$ cat src/adtrg_pkg.sv
// Purpose: shared constants and types of the converter trigger and result block
// Assumes: byte registers sit in the low bits of 32-bit APB words
// Notes: register indices times four give the byte addresses
package adtrg_pkg;
    localparam int ADTRG_RES_W = 10;
    localparam int ADTRG_BYTE_W = 8;
    localparam int ADTRG_DATA_W = 32;
    localparam int ADTRG_ADDR_W = 8;
    localparam int ADTRG_IDX_W = 6;
    localparam int ADTRG_EV_W = 2;
    localparam int ADTRG_SYNC_W = 2;
    // register indices
    localparam logic [5:0] ADTRG_IDX_DID = 6'h17;
    localparam logic [5:0] ADTRG_IDX_RESL = 6'h19;
    localparam logic [5:0] ADTRG_IDX_RESH = 6'h1a;
    localparam logic [5:0] ADTRG_IDX_CTLB = 6'h1c;
    localparam logic [5:0] ADTRG_IDX_CTLA = 6'h1d;
    localparam logic [5:0] ADTRG_IDX_STS = 6'h20;
    localparam logic [5:0] ADTRG_IDX_MSK = 6'h21;
    // converter_control_a fields
    localparam int ADTRG_A_EN = 7;
    localparam int ADTRG_A_START = 6;
    localparam int ADTRG_A_AUTO = 5;
    localparam int ADTRG_A_FLAG = 4;
    localparam int ADTRG_A_IE = 3;
    localparam int ADTRG_A_PSC_HI = 2;
    // converter_control_b fields
    localparam int ADTRG_B_LADJ = 7;
    localparam int ADTRG_B_SEL_HI = 2;
    // status and mask fields
    localparam int ADTRG_EV_DONE = 0;
    localparam int ADTRG_EV_TRIG = 1;
    localparam logic [7:0] ADTRG_RST_BYTE = 8'h00;
    localparam logic [5:0] ADTRG_PAD6 = 6'h00;
    localparam logic [3:0] ADTRG_PAD4 = 4'h0;
    typedef enum logic [2:0] {
        ADTRG_SRC_FREE = 3'b000,
        ADTRG_SRC_CMP = 3'b001,
        ADTRG_SRC_EXT0 = 3'b010,
        ADTRG_SRC_T0CA = 3'b011,
        ADTRG_SRC_T0OV = 3'b100,
        ADTRG_SRC_T0CB = 3'b101,
        ADTRG_SRC_PCH0 = 3'b110,
        ADTRG_SRC_T0CAP = 3'b111
    } adtrg_src_t;
    typedef enum logic [1:0] {
        ADTRG_BUS_IDLE = 2'b01,
        ADTRG_BUS_ACK = 2'b10
    } adtrg_bus_t;
endpackage : adtrg_pkg

$ cat src/adtrg_trig_if.sv
// Purpose: carries trigger controls and the fire strobe between top and edge detector
// Assumes: single pclk domain
// Notes: flags index 1..7 match the trigger source codes
`timescale 1ns/1ps
interface adtrg_trig_if;
    import adtrg_pkg::*;
    adtrg_src_t sel;
    logic auto_en;
    logic conv_en;
    logic done;
    logic [7:1] flags;
    logic fire;
    modport ctl (output sel, output auto_en, output conv_en, output done, output flags,
        input fire);
    modport trg (input sel, input auto_en, input conv_en, input done, input flags,
        output fire);
endinterface : adtrg_trig_if

$ cat src/adtrg_top.sv
// Purpose: converter auto trigger, result byte views and input disable over APB
// Assumes: analog core pulses conv_done with conv_result valid in that cycle
// Notes: every access takes one wait state; pready and prdata come from flops
//
// Summary of operation
// - trigger select matters only while auto trigger is enabled.
// - auto trigger starts a conversion on rising edge of selected flag.
// - switching from a low source to a high source counts as edge.
// - selecting free running never causes a trigger by itself.
// - codes 000..111: free, comparator, ext0, cmpA, ovf, cmpB, pinchg, capture.
// - right adjusted low byte returns result bits 7..0, reset zero.
// - right adjusted high byte returns bits 9..8 in 1..0, upper zero.
// - left adjusted low byte returns bits 1..0 in 7..6, lower zero.
// - left adjusted high byte returns result bits 9..2, reset zero.
// - each input disable bit blocks its pin; pin reads zero.
// - disable bits 0 and 1 also gate comparator pins; others do not.
// - auto trigger enable allows hardware starts; clear leaves software starts.
// - completion flag sets on finish; cleared by vector or writing one.
// - reading low byte locks results until the high byte is read.
// - left adjust change alters byte views at once.
`timescale 1ns/1ps
module adtrg_top
    import adtrg_pkg::*;
#(
    parameter int PINS = 8
)
(
    input wire logic pclk,
    input wire logic presetn,
    input wire logic psel,
    input wire logic penable,
    input wire logic pwrite,
    input wire logic [ADTRG_ADDR_W-1:0] paddr,
    input wire logic [ADTRG_DATA_W-1:0] pwdata,
    output logic [ADTRG_DATA_W-1:0] prdata,
    output logic pready,
    output logic pslverr,
    input wire logic [7:1] trig_flags,
    input wire logic conv_done,
    input wire logic [ADTRG_RES_W-1:0] conv_result,
    input wire logic int_ack,
    input wire logic [PINS-1:0] pin_in,
    output logic conv_start,
    output logic conv_enable,
    output logic conv_busy,
    output logic [2:0] prescale_sel,
    output logic [PINS-1:0] pin_read,
    output logic [PINS-1:0] pin_buffer_off,
    output logic cmp_read_pos,
    output logic cmp_read_neg,
    output logic irq
);
    if (PINS < 2 || PINS > ADTRG_BYTE_W) begin : g_bad_pins
        $error("PINS must lie between 2 and 8");
    end

    ////////////////////////////////////////////////////////////////////////////
    adtrg_bus_t state_q;
    adtrg_bus_t state_d;
    logic [ADTRG_DATA_W-1:0] prdata_q;
    logic pready_q;
    logic pslverr_q;
    logic [PINS-1:0] did_q;
    logic en_q;
    logic auto_q;
    logic flag_q;
    logic busy_q;
    logic [2:0] psc_q;
    logic ladj_q;
    adtrg_src_t sel_q;
    logic [ADTRG_EV_W-1:0] sts_q;
    logic [ADTRG_EV_W-1:0] mask_q;
    logic [ADTRG_RES_W-1:0] res_q;
    logic lock_q;
    logic start_q;
    logic irq_q;
    logic [PINS-1:0] sync1_q;
    logic [PINS-1:0] sync2_q;
    logic [PINS-1:0] pin_read_q;
    logic cmp_pos_q;
    logic cmp_neg_q;

    logic [ADTRG_IDX_W-1:0] idx;
    logic access;
    logic commit;
    logic wr;
    logic rd;
    logic sel_did;
    logic sel_resl;
    logic sel_resh;
    logic sel_ctla;
    logic sel_ctlb;
    logic sel_sts;
    logic sel_msk;
    logic hit;
    logic [ADTRG_BYTE_W-1:0] res_lo;
    logic [ADTRG_BYTE_W-1:0] res_hi;
    logic [ADTRG_BYTE_W-1:0] ctla_rd;
    logic [ADTRG_BYTE_W-1:0] ctlb_rd;
    logic [ADTRG_BYTE_W-1:0] byte_rd;
    logic wr_ctla;
    logic en_next;
    logic sw_start;
    logic start_ok;
    logic busy_d;
    logic flag_clr;
    logic flag_d;
    logic [ADTRG_EV_W-1:0] ev_set;
    logic [ADTRG_EV_W-1:0] sts_clr;
    logic [ADTRG_EV_W-1:0] sts_d;
    logic rd_low;
    logic rd_high;
    logic lock_d;
    logic res_load;
    adtrg_trig_if tif ();

    ////////////////////////////////////////////////////////////////////////////
    // bus decode
    assign idx = paddr[ADTRG_ADDR_W-1:2];
    assign access = psel & penable;
    assign commit = access & (state_q == ADTRG_BUS_ACK);
    assign wr = commit & pwrite;
    assign rd = commit & ~pwrite;
    assign sel_did = (idx == ADTRG_IDX_DID);
    assign sel_resl = (idx == ADTRG_IDX_RESL);
    assign sel_resh = (idx == ADTRG_IDX_RESH);
    assign sel_ctla = (idx == ADTRG_IDX_CTLA);
    assign sel_ctlb = (idx == ADTRG_IDX_CTLB);
    assign sel_sts = (idx == ADTRG_IDX_STS);
    assign sel_msk = (idx == ADTRG_IDX_MSK);
    assign hit = sel_did | sel_resl | sel_resh | sel_ctla | sel_ctlb | sel_sts | sel_msk;

    // views follow ladj_q with no storage, so a change shows at once
    assign res_lo = ladj_q ? {res_q[1:0], ADTRG_PAD6} : res_q[7:0];
    assign res_hi = ladj_q ? res_q[9:2] : {ADTRG_PAD6, res_q[9:8]};
    assign ctla_rd = {en_q, busy_q, auto_q, flag_q, mask_q[ADTRG_EV_DONE], psc_q};
    assign ctlb_rd = {ladj_q, ADTRG_PAD4, sel_q};
    assign byte_rd = sel_did ? {{(ADTRG_BYTE_W-PINS){1'b0}}, did_q} :
                     sel_resl ? res_lo :
                     sel_resh ? res_hi :
                     sel_ctla ? ctla_rd :
                     sel_ctlb ? ctlb_rd :
                     sel_sts ? {ADTRG_PAD6, sts_q} :
                     sel_msk ? {ADTRG_PAD6, mask_q} : ADTRG_RST_BYTE;

    always_comb begin
        state_d = state_q;
        case (state_q)
            ADTRG_BUS_IDLE: begin
                if (access) begin
                    state_d = ADTRG_BUS_ACK;
                end
            end
            ADTRG_BUS_ACK: begin
                state_d = ADTRG_BUS_IDLE;
            end
            default: begin
                state_d = ADTRG_BUS_IDLE;
            end
        endcase
    end

    always_ff @(posedge pclk or negedge presetn) begin
        if (!presetn) begin
            state_q <= ADTRG_BUS_IDLE;
            pready_q <= 1'b0;
            pslverr_q <= 1'b0;
            prdata_q <= '0;
        end else begin
            state_q <= state_d;
            pready_q <= (state_d == ADTRG_BUS_ACK);
            // data captured on the same edge that raises pready, held through the ack cycle
            if (access && state_q == ADTRG_BUS_IDLE) begin
                pslverr_q <= ~hit;
                prdata_q <= {{(ADTRG_DATA_W-ADTRG_BYTE_W){1'b0}}, byte_rd};
            end
        end
    end

    ////////////////////////////////////////////////////////////////////////////
    // control registers and conversion start
    assign wr_ctla = wr & sel_ctla;
    assign en_next = wr_ctla ? pwdata[ADTRG_A_EN] : en_q;
    assign sw_start = wr_ctla & pwdata[ADTRG_A_START] & pwdata[ADTRG_A_EN];
    // starts dropped while busy, except in the completion cycle (free running restart)
    assign start_ok = (sw_start | tif.fire) & (~busy_q | conv_done) & en_next;
    // disabling the converter aborts a running conversion
    assign busy_d = en_next & (start_ok | (busy_q & ~conv_done));

    always_ff @(posedge pclk or negedge presetn) begin
        if (!presetn) begin
            en_q <= 1'b0;
            auto_q <= 1'b0;
            psc_q <= '0;
            ladj_q <= 1'b0;
            sel_q <= ADTRG_SRC_FREE;
            did_q <= '0;
            mask_q <= '0;
        end else begin
            if (wr_ctla) begin
                en_q <= pwdata[ADTRG_A_EN];
                auto_q <= pwdata[ADTRG_A_AUTO];
                psc_q <= pwdata[ADTRG_A_PSC_HI:0];
            end
            if (wr & sel_ctlb) begin
                ladj_q <= pwdata[ADTRG_B_LADJ];
                sel_q <= adtrg_src_t'(pwdata[ADTRG_B_SEL_HI:0]);
            end
            if (wr & sel_did) begin
                did_q <= pwdata[PINS-1:0];
            end
            if (wr & sel_msk) begin
                mask_q <= pwdata[ADTRG_EV_W-1:0];
            end else if (wr_ctla) begin
                mask_q[ADTRG_EV_DONE] <= pwdata[ADTRG_A_IE];
            end
        end
    end

    always_ff @(posedge pclk or negedge presetn) begin
        if (!presetn) begin
            busy_q <= 1'b0;
            start_q <= 1'b0;
        end else begin
            busy_q <= busy_d;
            start_q <= start_ok;
        end
    end

    ////////////////////////////////////////////////////////////////////////////
    // trigger edge detector
    assign tif.sel = sel_q;
    assign tif.auto_en = auto_q;
    assign tif.conv_en = en_q;
    assign tif.done = conv_done;
    assign tif.flags = trig_flags;

    adtrg_trig u_trig (
        .pclk(pclk),
        .presetn(presetn),
        .tif(tif)
    );

    ////////////////////////////////////////////////////////////////////////////
    // completion flag, status and interrupt; set wins over any clear
    assign flag_clr = (wr_ctla & pwdata[ADTRG_A_FLAG]) | int_ack
        | (wr & sel_sts & pwdata[ADTRG_EV_DONE]);
    assign flag_d = (flag_q & ~flag_clr) | conv_done;
    assign ev_set = {start_ok & tif.fire, conv_done};
    assign sts_clr = (wr & sel_sts) ? pwdata[ADTRG_EV_W-1:0] : '0;
    assign sts_d = {(sts_q[ADTRG_EV_TRIG] & ~sts_clr[ADTRG_EV_TRIG]) | ev_set[ADTRG_EV_TRIG],
        flag_d};

    always_ff @(posedge pclk or negedge presetn) begin
        if (!presetn) begin
            flag_q <= 1'b0;
            sts_q <= '0;
            irq_q <= 1'b0;
        end else begin
            flag_q <= flag_d;
            sts_q <= sts_d;
            irq_q <= |(sts_d & mask_q);
        end
    end

    ////////////////////////////////////////////////////////////////////////////
    // result store with low-then-high read lock
    assign rd_low = rd & sel_resl;
    assign rd_high = rd & sel_resh;
    // a result finishing while locked is lost, never mixed into a half-read pair
    assign res_load = conv_done & ~lock_q;
    assign lock_d = (lock_q | rd_low) & ~rd_high;

    always_ff @(posedge pclk or negedge presetn) begin
        if (!presetn) begin
            res_q <= '0;
            lock_q <= 1'b0;
        end else begin
            lock_q <= lock_d;
            if (res_load) begin
                res_q <= conv_result;
            end
        end
    end

    ////////////////////////////////////////////////////////////////////////////
    // pin inputs: two-stage synchroniser, then disable gating
    always_ff @(posedge pclk or negedge presetn) begin
        if (!presetn) begin
            sync1_q <= '0;
            sync2_q <= '0;
            pin_read_q <= '0;
            cmp_pos_q <= 1'b0;
            cmp_neg_q <= 1'b0;
        end else begin
            sync1_q <= pin_in;
            sync2_q <= sync1_q;
            pin_read_q <= sync2_q & ~did_q;
            // only the two lowest bits reach the comparator pins
            cmp_pos_q <= sync2_q[0] & ~did_q[0];
            cmp_neg_q <= sync2_q[1] & ~did_q[1];
        end
    end

    assign prdata = prdata_q;
    assign pready = pready_q;
    assign pslverr = pslverr_q;
    assign conv_start = start_q;
    assign conv_enable = en_q;
    assign conv_busy = busy_q;
    assign prescale_sel = psc_q;
    assign pin_read = pin_read_q;
    assign pin_buffer_off = did_q;
    assign cmp_read_pos = cmp_pos_q;
    assign cmp_read_neg = cmp_neg_q;
    assign irq = irq_q;

    logic [7:0] chk_src;
    logic chk_flag;
    logic chk_prev_q;
    logic rd_setup;
    assign chk_src = {trig_flags, 1'b0};
    assign chk_flag = (sel_q == ADTRG_SRC_FREE) ? 1'b0 : chk_src[sel_q];
    assign rd_setup = access & ~pwrite & (state_q == ADTRG_BUS_IDLE);
    always_ff @(posedge pclk or negedge presetn) begin
        if (!presetn) begin
            chk_prev_q <= 1'b0;
        end else begin
            chk_prev_q <= chk_flag;
        end
    end
endmodule : adtrg_top

$ cat src/adtrg_trig.sv
// Purpose: rising-edge detector on the selected trigger flag
// Assumes: event flags come from logic on pclk, so no synchroniser
// Notes: fire is combinational, the top registers the start
`timescale 1ns/1ps
module adtrg_trig
    import adtrg_pkg::*;
(
    input wire logic pclk,
    input wire logic presetn,
    adtrg_trig_if.trg tif
);
    logic [7:0] src_vec;
    logic sel_flag;
    logic prev_q;
    logic edge_w;
    logic free_w;

    // free running code sees a constant low, so switching to it never rises
    assign src_vec = {tif.flags, 1'b0};
    assign free_w = (tif.sel == ADTRG_SRC_FREE);
    assign sel_flag = free_w ? 1'b0 : src_vec[tif.sel];
    // a source change moves sel_flag too, so low-to-high switch reads as an edge
    assign edge_w = sel_flag & ~prev_q;
    // free running restarts on each completion
    assign tif.fire = tif.auto_en & tif.conv_en & (edge_w | (free_w & tif.done));

    // sampled every clock, whether or not auto trigger is on
    always_ff @(posedge pclk or negedge presetn) begin
        if (!presetn) begin
            prev_q <= 1'b0;
        end else begin
            prev_q <= sel_flag;
        end
    end
endmodule : adtrg_trig

$ cat config.mk
export PLATFORM = sky130hd
export DESIGN_NAME = adtrg_top
export DESIGN_NICKNAME = d
export VERILOG_FILES = /design/src/adtrg_pkg.sv /design/src/adtrg_trig_if.sv /design/src/adtrg_top.sv /design/src/adtrg_trig.sv
export SDC_FILE = /design/constraint.sdc
export NUM_CORES = 1
export LEC_CHECK = 0
export BUFFER_PORTS_ARGS = -buffer_cell sky130_fd_sc_hd__buf_4
export CORE_MARGIN = 4
export CORE_UTILIZATION = 43
export CTS_CLUSTER_DIAMETER = 150
export DETAILED_ROUTE_END_ITERATION = 10
export PLACE_DENSITY = 0.69
export SYNTH_ARGS = -nofsm -noshare
export SYNTH_HDL_FRONTEND = slang
export SYNTH_HIERARCHICAL = 1
export SYNTH_SLANG_ARGS = --single-unit
$ cat constraint.sdc
create_clock -name pclk -period 3.37 [get_ports pclk]
set_input_delay 0.337 -clock pclk [delete_from_list [all_inputs] [get_ports pclk]]
set_output_delay 0.337 -clock pclk [all_outputs]
set_load 0.03 [all_outputs]
==> metrics.yaml <==
yosys:
  synth_top_cell_area_share: 0.528
  synth-main-ff-cell: "dfrtp_1"
  synth_common_cells: "dfrtp_1 (71), nand2_1 (28), buf_4 (27), mux2_2 (25), o21ai_0 (15)"
  syn_area_um2: 3370
  synth_area_leaders: "dfrtp_1 (53%), mux2_2 (8.4%), buf_4 (6.0%)"
  async_flop_share: 1.00
  ys_seq_area_frac: 0.536
  yosysWarnings: 6
  synth_enable_flop_cells: 0
  synth_cell_types: 54
  syn-instance-count: 296
  synth.most_common_cell: "dfrtp_1"
  synth_largest_area_cell: "dfrtp_1"
  ys_ff_latch: 72
  avgSynthCellArea_um2: 11.4
critical_path:
  path_max_fanout: 7
  cp.arrival_ps: 2470
  critPathKind: "flop to flop"
  cp-end-kind: "flop"
  required_ps: 3660
  startpoint_type: "flop"
place:
  placement.io_buffers: 80
  routabilityCongestion: 0.841
  hpwl_um: 6030
  place_ws_ps: 1270
clocking:
  postCtsSetupBuffers: 0
  cts-root-buf: "clkbuf_8"
  clkLatencyLatePin_ps: 350
  cts.sinks: 72
  clkSlewWorstSetupHoldPaths_ps: 80
  ctsResizeCount: 0
  clockBufferDepth: 2
  tritoncts: "done"
  numCtsBuffers: 9
  cts_max_level: 3
  cts_hold_buf: 0
timing:
  setup_viol: 0
  fin_crit_sh: 0.647
  rsz0062_at_grt: "false"
  fmax_ghz: 0.459
  fin_crit_ps: 2180
  hold_viol_final: 0
  worstMarginPinSlew_ps: 870
  fin_hold_ws_ps: 86.0
  fin_skew_ps: 10.0
  fin_ws_ps: 1190
  setup_tns_ps: 0
  relSlewSlack: 0.419
  maxSlewViolCount: 0
grt:
  grt_pass1_vias: 2378
  grt_first_pass_wirelength_um: 12400
  antenna_found_initial: 0
  grt_max_degree: 73
  overflow: 0
  track_usage: 0.181
floorplanning:
  core_um2: 7450
  die_x_um: 96.5
  rows: 31
  fp.dieH_um: 96.5
  start_util: 0.452
  die_area_um2: 9310
  ioPinCount: 131
pwr:
  power.density_nw_per_um2: 445
  ir_drop_uv: 260
  total_power_mw: 1.83
  p_leak_nw: 1.97
final_layout:
  fin_nets: 444
  multi_input_area_um2: 1370
  drive_above_1_share: 0.345
  insertedDiodeCount: 0
  syn_to_final_growth_pct: 21.9
  seq_area_um2: 1800
  fillers: 705
run:
  maxCapViolCount: 0
route:
  drtIter0Drc: 140
  drcViolationCount: 0
  drt_pass1_iterations: 4
  drt_wl_total_um: 7950
  post_drt_wl_per_cell_um: 16.7
  ant_nets: 0
  num_vias: 2461
  avgViaCountPerCell: 5.17
min_path:
  hold_class: "input port to flop"
run_status:
  status: "complete, no violations"
[metal layers]
metal | GRT usage | routed length (µm) | vias up
li1 | - | - | 1167
met1 | 0.236 | 3370 | 1189
met2 | 0.286 | 3830 | 93
met3 | 0.0651 | 644 | 12
met4 | 0.0526 | 101 | 0
met5 | 0 | 0 | -
[cells by family (layout without fill, tap and decap cells)]
kind of cell           count (synthesis)  count (layout)  synth area share
XOR/XNOR                               1               1           0.00260
flip-flops                            72              72             0.536
AO/OA/AOI/OAI                         55              55             0.112
AND/OR/NAND/NOR                       89              89             0.151
buffers and inverters                 44             102            0.0829
multiplexers                          34              34             0.114
other                                  1              24           0.00111
[through the flow]
stage / instances / utilization / instance area, µm²
6_report: 476 / 0.551 / 4100
5_1_grt: 476 / 0.551 / 4100
4_1_cts: 476 / 0.551 / 4100
3_5_place_dp: 460 / 0.526 / 3920
3_3_place_gp: 460 / 0.526 / 3920
2_1_floorplan: 319 / - / 3450
[layout make-up]
type / instances / share of cell area
flip-flops and latches: 72 / 0.439
multi-input cells: 203 / 0.334
repair buffers: 80 / 0.146
clock buffers: 12 / 0.0378
well taps: 99 / 0.0302
clock inverters: 4 / 0.00701
inverters: 6 / 0.00549
[flip-flops by register name, summed over array words and instances (netlist names), 2 cells and up]
register        flops
state_q             2
prescale_sel        3
sel_q               3
mask_q              2
pin_read            8
res_q              10
sts_q               2
sync1_q             8
sync2_q             8
prdata              8
pin_buffer_off      8
[where the power goes]
part           leakage (nW)  switching, mW  internal, mW
clock network        0.0886          0.323         0.308
registers             0.906         0.0290         0.907
logic                 0.974          0.160         0.101
total                  1.97          0.512          1.32
[cell usage in the layout, fill, tap and decap left out, types with 2 or more instances in the layout]
master,n
buf_4,80
dfrtp_1,71
nand2_1,28
mux2_2,25
conb_1,24
o21ai_0,15
nor2b_1,14
nor2_1,11
a21oi_1,11
clkbuf_8,11
mux2i_1,8
nand3_1,7
inv_1,6
and4b_1,3
nand2b_1,3
and3b_1,3
and3_1,3
a22o_1,3
a222oi_1,3
a31oi_1,3
nor3_1,3
a311oi_1,2
and2_1,2
nor3b_1,2
a211o_1,2
nor4b_1,2
o31ai_1,2
clkinvlp_4,2
[path summary, 6_finish.rpt]
path                                           start  cells after the start               endpoint  slack [ps]
worst max-delay path            sel_q[0]$_DFFE_PN0P_                      6          irq$_DFF_PN0_        1190
worst min-delay path                       pin_in[6]                      1   sync1_q[6]$_DFF_PN0_          90
worst max register to register  sel_q[0]$_DFFE_PN0P_                      6          irq$_DFF_PN0_        1190
worst min register to register  sync1_q[3]$_DFF_PN0_                      0   sync2_q[3]$_DFF_PN0_         350
max in group asynchronous                    presetn                      1     sts_q[0]$_DFF_PN0_        2710
min in group asynchronous                    presetn                      1  prdata[4]$_DFFE_PN0P_         100
[worst max-delay path, stage by stage (launching register included)]
cell      delay, ps
dfrtp_1         490
mux2i_1         150
mux4_2          490
o31ai_1         510
nand2b_1        130
nor3b_1         220
a211o_1         130
(Power assumes the default switching activity.)
